[config.mk]
export PLATFORM = sky130hd
export DESIGN_NAME = accu_x_motion_command_decoder
export DESIGN_NICKNAME = d
export VERILOG_FILES = /design/src/motion_cmd_pkg.sv /design/src/accu_x_motion_command_decoder.sv /design/src/frame_collector.sv
export SDC_FILE = /design/constraint.sdc
export NUM_CORES = 1
export LEC_CHECK = 0
export BUFFER_PORTS_ARGS = -buffer_cell sky130_fd_sc_hd__buf_2
export CORE_MARGIN = 2
export CORE_UTILIZATION = 50
export CTS_BUF_LIST = sky130_fd_sc_hd__clkbuf_8
export CTS_CLUSTER_SIZE = 25
export DETAILED_ROUTE_END_ITERATION = 16
export GPL_ROUTABILITY_DRIVEN = 0
export PLACE_DENSITY = 0.78
export SYNTH_ARGS = -nofsm -noshare
export SYNTH_HDL_FRONTEND = slang
export SYNTH_HIERARCHICAL = 1
export SYNTH_SLANG_ARGS = --single-unit
[constraint.sdc]
create_clock -name i_ref_clk -period 13.3 [get_ports i_ref_clk]
set_input_delay 2.66 -clock i_ref_clk [delete_from_list [all_inputs] [get_ports i_ref_clk]]
set_output_delay 2.66 -clock i_ref_clk [all_outputs]
set_load 0.02 [all_outputs]
[src/motion_cmd_pkg.sv]
package motion_cmd_pkg;

    // ****************************************
    // Frame layout
    // ****************************************
    localparam int FRAME_BYTES = 9;
    localparam logic [3:0] IDX_ADDR = 4'h0;
    localparam logic [3:0] IDX_INSTR = 4'h1;
    localparam logic [3:0] IDX_TYPE = 4'h2;
    localparam logic [3:0] IDX_MOTOR = 4'h3;
    localparam logic [3:0] IDX_VAL_MSB = 4'h4;
    localparam logic [3:0] IDX_VAL_LSB = 4'h7;
    localparam logic [3:0] IDX_SUM = 4'h8;

    // ****************************************
    // Instruction codes
    // ****************************************
    localparam logic [7:0] INSTR_MOVE_POS_ACCU_XSEL = 8'h2f;
    localparam logic [7:0] INSTR_ROTATE_LEFT_ACCU = 8'h32;
    localparam logic [7:0] INSTR_ROTATE_RIGHT_ACCU = 8'h33;
    localparam logic [7:0] INSTR_ROTATE_LEFT_ACCU_XSEL = 8'h34;
    localparam logic [7:0] INSTR_ROTATE_RIGHT_ACCU_XSEL = 8'h35;

    // ****************************************
    // Move types and axes
    // ****************************************
    localparam logic [7:0] ABSOLUTE_MOVE_TYPE = 8'h00;
    localparam logic [7:0] RELATIVE_MOVE_TYPE = 8'h01;
    localparam logic [7:0] STORED_POINT_MOVE_TYPE = 8'h02;
    localparam int AXES = 3;
    localparam logic [7:0] AXIS_MAX = 8'h02;

    // ****************************************
    // Axis parameter numbers
    // ****************************************
    localparam logic [7:0] PARAM_TARGET_POS = 8'h00;
    localparam logic [7:0] PARAM_TARGET_VEL = 8'h02;

    // ****************************************
    // Reply status codes
    // ****************************************
    localparam logic [7:0] STATUS_OK = 8'h64;
    localparam logic [7:0] STATUS_BAD_SUM = 8'h01;
    localparam logic [7:0] STATUS_BAD_TYPE = 8'h03;
    localparam logic [7:0] STATUS_BAD_VALUE = 8'h04;

    // ****************************************
    // Reset values
    // ****************************************
    localparam logic [7:0] RST_BYTE = 8'h00;
    localparam logic [31:0] RST_WORD = 32'h0000_0000;

endpackage

[src/accu_x_motion_command_decoder.sv]
`timescale 1ns/100ps
module accu_x_motion_command_decoder #(
    parameter logic [7:0] ROTATE_RIGHT_CMD_CODE = 8'h01,
    parameter logic [7:0] ROTATE_LEFT_CMD_CODE = 8'h02,
    parameter logic [7:0] MOTOR_HALT_CMD_CODE = 8'h03
) (
    // Clock, reset, enable
    input wire logic i_ref_clk,
    input wire logic i_rst,
    input wire logic i_ce,
    // Command byte stream
    input wire logic [7:0] i_rx_byte,
    input wire logic i_rx_valid,
    output logic o_rx_ready,
    input wire logic [7:0] i_module_addr,
    // Working registers and axis state
    input wire logic [31:0] i_accu,
    input wire logic [31:0] i_xreg,
    input wire logic [95:0] i_act_pos,
    input wire logic [2:0] i_pos_reached,
    // Stored coordinate lookup
    output logic o_stored_point_move_type_rd,
    output logic [1:0] o_stored_point_move_type_axis,
    output logic [31:0] o_stored_point_move_type_idx,
    input wire logic [31:0] i_stored_point_move_type_data,
    // Motion controller write port
    output logic o_mc_wr,
    output logic [1:0] o_mc_axis,
    output logic o_mc_vel_mode,
    output logic o_mc_dir_up,
    output logic [7:0] o_mc_param,
    output logic [31:0] o_mc_data,
    output logic [2:0] o_pos_busy,
    output logic o_pos_abort,
    // Reply
    output logic o_reply_valid,
    output logic [7:0] o_reply_status,
    output logic [7:0] o_reply_instr
);

    // ****************************************
    // Types and helpers
    // ****************************************
    typedef enum logic [2:0] {
        S_IDLE = 3'b001,
        S_STORED_POINT_MOVE_TYPE = 3'b010,
        S_REPLY = 3'b100
    } state_e;

    function automatic logic axis_in_range(input logic [31:0] a);
        axis_in_range = (a <= {24'h0, motion_cmd_pkg::AXIS_MAX});
    endfunction

    function automatic logic [2:0] axis_mask(input logic [1:0] a);
        axis_mask = 3'b001 << a;
    endfunction

    // ****************************************
    // Frame assembly
    // ****************************************
    logic frame_valid, sum_ok;
    logic [7:0] f_addr, f_instr, f_type, f_motor;
    logic [31:0] f_value;
    logic rx_ready_r;

    frame_collector u_frame (
        .i_ref_clk(i_ref_clk),
        .i_rst(i_rst),
        .i_ce(i_ce),
        .i_rx_byte(i_rx_byte),
        .i_rx_valid(i_rx_valid),
        .i_rx_ready(rx_ready_r),
        .o_frame_valid(frame_valid),
        .o_addr(f_addr),
        .o_instr(f_instr),
        .o_type(f_type),
        .o_motor(f_motor),
        .o_value(f_value),
        .o_sum_ok(sum_ok)
    );

    // ****************************************
    // Decode
    // ****************************************
    wire take = frame_valid && (f_addr == i_module_addr);
    wire is_rl = (f_instr == motion_cmd_pkg::INSTR_ROTATE_LEFT_ACCU);
    wire is_rr = (f_instr == motion_cmd_pkg::INSTR_ROTATE_RIGHT_ACCU);
    wire is_rlx = (f_instr == motion_cmd_pkg::INSTR_ROTATE_LEFT_ACCU_XSEL);
    wire is_rrx = (f_instr == motion_cmd_pkg::INSTR_ROTATE_RIGHT_ACCU_XSEL);
    wire is_mvx = (f_instr == motion_cmd_pkg::INSTR_MOVE_POS_ACCU_XSEL);
    wire is_rot = is_rl || is_rr || is_rlx || is_rrx;
    wire use_x = is_rlx || is_rrx || is_mvx;
    wire ours = is_rot || is_mvx;
    wire foreign_stop = (f_instr == MOTOR_HALT_CMD_CODE) || (f_instr == ROTATE_LEFT_CMD_CODE)
        || (f_instr == ROTATE_RIGHT_CMD_CODE);
    // Only the low two bits address an axis once the range check has passed
    wire [1:0] axis = use_x ? i_xreg[1:0] : f_motor[1:0];
    wire axis_ok = use_x ? axis_in_range(i_xreg) : axis_in_range({24'h0, f_motor});
    wire type_ok = (f_type <= motion_cmd_pkg::STORED_POINT_MOVE_TYPE);
    wire dir_up = is_rr || is_rrx;
    // Wraps at 32 bits; the host keeps the distance in range
    wire [31:0] act_pos = i_act_pos[32*axis +: 32];
    wire [31:0] rel_target = act_pos + i_accu;

    // ****************************************
    // State
    // ****************************************
    state_e state_r, state_nxt;
    logic [2:0] busy_r, busy_nxt;
    logic mc_wr_r, mc_wr_nxt, mc_vel_r, mc_vel_nxt, mc_dir_r, mc_dir_nxt;
    logic [1:0] mc_axis_r, mc_axis_nxt;
    logic [7:0] mc_param_r, mc_param_nxt;
    logic [31:0] mc_data_r, mc_data_nxt;
    logic stored_point_move_type_rd_r, stored_point_move_type_rd_nxt;
    logic abort_r, abort_nxt;
    logic rep_valid_r, rep_valid_nxt;
    logic [7:0] status_r, status_nxt, rinstr_r, rinstr_nxt;
    logic [31:0] stored_point_move_type_idx_r, stored_point_move_type_idx_nxt;
    logic [2:0] set_mask, clr_mask;

    always_comb begin
        state_nxt = state_r;
        mc_wr_nxt = 1'b0;
        mc_vel_nxt = mc_vel_r;
        mc_dir_nxt = mc_dir_r;
        mc_axis_nxt = mc_axis_r;
        mc_param_nxt = mc_param_r;
        mc_data_nxt = mc_data_r;
        stored_point_move_type_rd_nxt = 1'b0;
        stored_point_move_type_idx_nxt = stored_point_move_type_idx_r;
        abort_nxt = 1'b0;
        rep_valid_nxt = 1'b0;
        status_nxt = status_r;
        rinstr_nxt = rinstr_r;
        set_mask = 3'b000;
        clr_mask = 3'b000;
        case (state_r)
            S_IDLE: begin
                if (take) begin
                    rinstr_nxt = f_instr;
                    if (!sum_ok) begin
                        status_nxt = motion_cmd_pkg::STATUS_BAD_SUM;
                        state_nxt = S_REPLY;
                    end else if (foreign_stop) begin
                        // Other decoders execute these; here only the positioning move is dropped
                        if (axis_in_range({24'h0, f_motor})) begin
                            clr_mask = axis_mask(f_motor[1:0]);
                            abort_nxt = |(busy_r & axis_mask(f_motor[1:0]));
                        end
                    end else if (ours) begin
                        state_nxt = S_REPLY;
                        status_nxt = motion_cmd_pkg::STATUS_OK;
                        if (!axis_ok) begin
                            status_nxt = motion_cmd_pkg::STATUS_BAD_VALUE;
                        end else if (is_mvx && !type_ok) begin
                            status_nxt = motion_cmd_pkg::STATUS_BAD_TYPE;
                        end else if (is_rot) begin
                            mc_wr_nxt = 1'b1;
                            mc_axis_nxt = axis;
                            mc_vel_nxt = 1'b1;
                            mc_dir_nxt = dir_up;
                            mc_param_nxt = motion_cmd_pkg::PARAM_TARGET_VEL;
                            mc_data_nxt = i_accu;
                            clr_mask = axis_mask(axis);
                            abort_nxt = |(busy_r & axis_mask(axis));
                        end else begin
                            mc_axis_nxt = axis;
                            mc_vel_nxt = 1'b0;
                            mc_dir_nxt = 1'b0;
                            mc_param_nxt = motion_cmd_pkg::PARAM_TARGET_POS;
                            if (f_type == motion_cmd_pkg::STORED_POINT_MOVE_TYPE) begin
                                stored_point_move_type_rd_nxt = 1'b1;
                                stored_point_move_type_idx_nxt = i_accu;
                                state_nxt = S_STORED_POINT_MOVE_TYPE;
                            end else begin
                                mc_wr_nxt = 1'b1;
                                set_mask = axis_mask(axis);
                                if (f_type == motion_cmd_pkg::RELATIVE_MOVE_TYPE) begin
                                    mc_data_nxt = rel_target;
                                end else begin
                                    mc_data_nxt = i_accu;
                                end
                            end
                        end
                    end
                end
            end
            S_STORED_POINT_MOVE_TYPE: begin
                mc_wr_nxt = 1'b1;
                mc_data_nxt = i_stored_point_move_type_data;
                set_mask = axis_mask(mc_axis_r);
                state_nxt = S_REPLY;
            end
            S_REPLY: begin
                // Reply right after setup; motion runs on without the decoder
                rep_valid_nxt = 1'b1;
                state_nxt = S_IDLE;
            end
            default: begin
                state_nxt = S_IDLE;
            end
        endcase
        // A move that ends in the same cycle it is re-armed stays busy
        busy_nxt = (busy_r & ~i_pos_reached & ~clr_mask) | set_mask;
    end

    // ****************************************
    // Registers
    // ****************************************
    always_ff @(posedge i_ref_clk) begin
        if (i_rst) begin
            state_r <= S_IDLE;
            busy_r <= 3'b000;
            mc_wr_r <= 1'b0;
            mc_vel_r <= 1'b0;
            mc_dir_r <= 1'b0;
            mc_axis_r <= 2'h0;
            mc_param_r <= motion_cmd_pkg::RST_BYTE;
            mc_data_r <= motion_cmd_pkg::RST_WORD;
            stored_point_move_type_rd_r <= 1'b0;
            stored_point_move_type_idx_r <= motion_cmd_pkg::RST_WORD;
            abort_r <= 1'b0;
            rep_valid_r <= 1'b0;
            status_r <= motion_cmd_pkg::RST_BYTE;
            rinstr_r <= motion_cmd_pkg::RST_BYTE;
            rx_ready_r <= 1'b0;
        end else if (i_ce) begin
            state_r <= state_nxt;
            busy_r <= busy_nxt;
            mc_wr_r <= mc_wr_nxt;
            mc_vel_r <= mc_vel_nxt;
            mc_dir_r <= mc_dir_nxt;
            mc_axis_r <= mc_axis_nxt;
            mc_param_r <= mc_param_nxt;
            mc_data_r <= mc_data_nxt;
            stored_point_move_type_rd_r <= stored_point_move_type_rd_nxt;
            stored_point_move_type_idx_r <= stored_point_move_type_idx_nxt;
            abort_r <= abort_nxt;
            rep_valid_r <= rep_valid_nxt;
            status_r <= status_nxt;
            rinstr_r <= rinstr_nxt;
            // Bytes are held off while a frame is still being executed
            rx_ready_r <= (state_nxt == S_IDLE) && !take;
        end
    end

    // ****************************************
    // Outputs
    // ****************************************
    assign o_rx_ready = rx_ready_r;
    assign o_stored_point_move_type_rd = stored_point_move_type_rd_r;
    assign o_stored_point_move_type_axis = mc_axis_r;
    assign o_stored_point_move_type_idx = stored_point_move_type_idx_r;
    assign o_mc_wr = mc_wr_r;
    assign o_mc_axis = mc_axis_r;
    assign o_mc_vel_mode = mc_vel_r;
    assign o_mc_dir_up = mc_dir_r;
    assign o_mc_param = mc_param_r;
    assign o_mc_data = mc_data_r;
    assign o_pos_busy = busy_r;
    assign o_pos_abort = abort_r;
    assign o_reply_valid = rep_valid_r;
    assign o_reply_status = status_r;
    assign o_reply_instr = rinstr_r;

endmodule

[src/frame_collector.sv]
`timescale 1ns/100ps
module frame_collector (
    // Clock, reset, enable
    input wire logic i_ref_clk,
    input wire logic i_rst,
    input wire logic i_ce,
    // Byte stream
    input wire logic [7:0] i_rx_byte,
    input wire logic i_rx_valid,
    input wire logic i_rx_ready,
    // Assembled frame
    output logic o_frame_valid,
    output logic [7:0] o_addr,
    output logic [7:0] o_instr,
    output logic [7:0] o_type,
    output logic [7:0] o_motor,
    output logic [31:0] o_value,
    output logic o_sum_ok
);

    // ****************************************
    // Byte counter and running sum
    // ****************************************
    logic [3:0] cnt_r;
    logic [7:0] sum_r;
    logic [7:0] addr_r, instr_r, type_r, motor_r;
    logic [31:0] value_r;
    logic valid_r, ok_r;

    wire take = i_rx_valid && i_rx_ready;
    wire last = (cnt_r == motion_cmd_pkg::IDX_SUM);

    always_ff @(posedge i_ref_clk) begin
        if (i_rst) begin
            cnt_r <= 4'h0;
            sum_r <= motion_cmd_pkg::RST_BYTE;
            addr_r <= motion_cmd_pkg::RST_BYTE;
            instr_r <= motion_cmd_pkg::RST_BYTE;
            type_r <= motion_cmd_pkg::RST_BYTE;
            motor_r <= motion_cmd_pkg::RST_BYTE;
            value_r <= motion_cmd_pkg::RST_WORD;
            valid_r <= 1'b0;
            ok_r <= 1'b0;
        end else if (i_ce) begin
            valid_r <= take && last;
            if (take) begin
                cnt_r <= last ? 4'h0 : cnt_r + 4'h1;
                sum_r <= last ? motion_cmd_pkg::RST_BYTE : sum_r + i_rx_byte;
                // Fields in arrival order, value high byte first
                if (cnt_r == motion_cmd_pkg::IDX_ADDR) addr_r <= i_rx_byte;
                if (cnt_r == motion_cmd_pkg::IDX_INSTR) instr_r <= i_rx_byte;
                if (cnt_r == motion_cmd_pkg::IDX_TYPE) type_r <= i_rx_byte;
                if (cnt_r == motion_cmd_pkg::IDX_MOTOR) motor_r <= i_rx_byte;
                if (cnt_r >= motion_cmd_pkg::IDX_VAL_MSB && cnt_r <= motion_cmd_pkg::IDX_VAL_LSB) begin
                    value_r <= {value_r[23:0], i_rx_byte};
                end
                if (last) ok_r <= (sum_r == i_rx_byte);
            end
        end
    end

    assign o_frame_valid = valid_r;
    assign o_addr = addr_r;
    assign o_instr = instr_r;
    assign o_type = type_r;
    assign o_motor = motor_r;
    assign o_value = value_r;
    assign o_sum_ok = ok_r;

endmodule

==> results.py <==
metrics = {
    "status": {
        "outcome": "finished, final reports clean",
    },
    "power_and_ir_drop": {
        "p_leak_nw": 4.873,
        "peakVddDrop_mv": 0.06138,
        "finalPower_w": 0.0009288,
        "pwr_density_cell_nw_per_um2": 85.29,
    },
    "floorplan": {
        "dieWidth_um": 138.0,
        "core_area_um2": 17420,
        "pin_count": 317,
        "die_y_um": 138.0,
        "std_cell_rows": 48,
        "die_area_um2": 19030,
        "initial_utilization_pct": 51.52,
    },
    "clocking": {
        "htreeDepth": 4,
        "clk_latency_ps": 460,
        "cts_resized": 0,
        "cts_root_buf": "clkbuf_8",
        "clock_path_buffers": 2,
        "tritoncts": "yes",
        "postCtsHoldBufs": 0,
        "cts.clk_slew.worst_paths_ps": 90,
        "cts-buffers-inserted": 17,
        "clock_sink_count": 137,
        "postCtsSetupRepairBufs": 0,
    },
    "timing": {
        "fin_crit_sh_pct": 54.02,
        "finalCriticalPeriod_ps": 7185,
        "timing.hold.ws_ps": 451.9,
        "worst_pin_slew_ps": 1060,
        "finalMaxSlewViolations": 0,
        "rsz0062_at_grt": "false",
        "skew_ps": 16.37,
        "hold_viol_final": 0,
        "setup_tns_ps": 0,
        "timing.fmax_mhz": 139.2,
        "setup_viol": 0,
        "slew_headroom_pct": 29.33,
    },
    "grt": {
        "antenna_found_initial": 1,
        "grt.overflow.total": 0,
        "grt_pass1_vias": 9032,
        "grt_pass1_wl_mm": 46.23,
        "gr-usage-all-layers_pct": 31.18,
        "grt_max_degree": 78,
    },
    "worst_setup_path": {
        "rr_endpoint": "o_mc_data[26]",
        "critPathLaunchType": "input port",
        "path_cells": "buf_2 > mux2i_4 > buf_4 > and2_1 > buf_4 > nand2_1 > o21ai_0 > ha_1 > nor2b_1 > o21ai_0 > a21boi_0 > o31ai_1 > o21ai_1 > a211oi_1 > o21ai_1 > a21oi_1 > xor2_1 > a311oi_1",
        "rrSetupSlack_ps": 7080,
        "critPathKind": "in -> reg",
        "crit_required_ps": 13670,
        "cp-end-kind": "flop",
        "worstPathArrival_ps": 7560,
        "r2r-start": "u_frame/o_instr[7]",
        "worst-path-stages": 18,
        "crit_slowest_cell": "a211oi_1",
        "cp-endpoint": "o_mc_data[26]",
        "cpLargestDelayFamily": "compound AO/OA/AOI/OAI gates",
        "cp_slowest_stage_delay_ps": 700,
        "cp_max_fo": 39,
        "critPathLaunch": "i_xreg[0]",
        "rr_worst_depth": 20,
        "crit_buf_inv": 3,
    },
    "cells_and_area": {
        "layout_common_cells": "buf_2 (305), nand2_1 (225), a21oi_1 (139)",
        "fin_cells": 1684,
        "nets": 1707,
        "mostFrequentLayoutCell": "buf_2",
        "utilization_pct": 62.53,
        "drive_above_1_share_pct": 25.86,
        "areaGrowthSynthToFinish_pct": 21.36,
    },
    "detailed_routing": {
        "viasPerCell": 5.875,
        "drtPass1Iterations": 5,
        "route.vias.total": 9893,
        "initialDrtViolationCount": 738,
        "drt-total-wl_mm": 30.68,
        "antenna_left": 0,
        "post_drt_wl_per_cell_um": 18.22,
        "drt_drc_violations_left": 0,
    },
    "flow_run": {
        "cap_violations": 0,
    },
    "min_path": {
        "hold_path_startpoint": "o_stored_point_move_type_idx[30]",
        "hold_class": "reg -> reg",
        "whs_path_depth": 2,
    },
    "yosys": {
        "yosysWarnings": 6,
        "netlist_instances": 1192,
        "netlist_area_um2": 8974,
        "syn_area_per_cell_um2": 7.528,
    },
    "placed_design": {
        "dp_hpwl_mm": 22.74,
        "port_buffers": 306,
        "dp.cells": 1652,
    },
}
[stage by stage]
| stage | setup WS (ps) | area, um^2 |
|---|---|---|
| after floorplan | 7308 | 9007 |
| after global placement | 5940 | 10500 |
| after detailed placement | 5790 | 10500 |
| after CTS | 6240 | 10890 |
| after global routing | 5729 | 10890 |
| final | 6115 | 10890 |
[where the power goes]
group	leakage, nW	internal [W]	switching (W)
combinational	3.57	0.0000687	0.0000943
sequential	1.10	0.000412	0.00000179
clock	0.197	0.000173	0.000179
total	4.87	0.000653	0.000276
[routing by layer]
| metal | GRT usage [%] | routed length (um) |
|---|---|---|
| met2 | 52.83 | 14760 |
| met5 | 0 | 0 |
| met4 | 14.29 | 1125 |
| met3 | 6.104 | 2543 |
| met1 | 38.18 | 12250 |
[final cells by class]
type | instances | area (um^2)
fillers | 1611 | 6526
multi-input cells | 952 | 5779
flip-flops and latches | 137 | 2743
repair buffers | 316 | 1609
well taps | 225 | 281.5
clock buffers | 18 | 247.7
clock inverters | 13 | 145.1
inverters | 22 | 82.58
diodes | 1 | 2.502
[sequential cells by signal, indices dropped and copies added (netlist names), 2 cells and up]
name and cells:
o_stored_point_move_type_idx 32, o_reply_instr 8, u_frame/o_addr 8, state_r 3, u_frame/cnt_r 4, u_frame/o_motor 8, u_frame/sum_r 8, u_frame/o_instr 8
o_mc_data 32, u_frame/o_type 8, o_mc_axis 2, o_pos_busy 3, o_reply_status 4
[worst min path at each step]
| stage | endpoint | slack, ps |
|---|---|---|
| 6_report | o_stored_point_move_type_idx[30] | 450 |
| 3_5_place_dp | o_stored_point_move_type_idx[30] | 440 |
| 3_3_place_gp | o_stored_point_move_type_idx[20] | 440 |
| 5_1_grt | o_stored_point_move_type_idx[13] | 470 |
| 4_1_cts | o_stored_point_move_type_idx[30] | 450 |
| 2_1_floorplan | u_frame/o_motor[4] | 440 |
[worst min-delay path: cells and delay by family, from the launching register on]
| kind | cells | cell delay (ps) |
|---|---|---|
| compound gates | 1 | 50 |
| simple gates | 1 | 50 |
| flops | 1 | 310 |
Note: power is estimated with default switching activity, not from simulation.
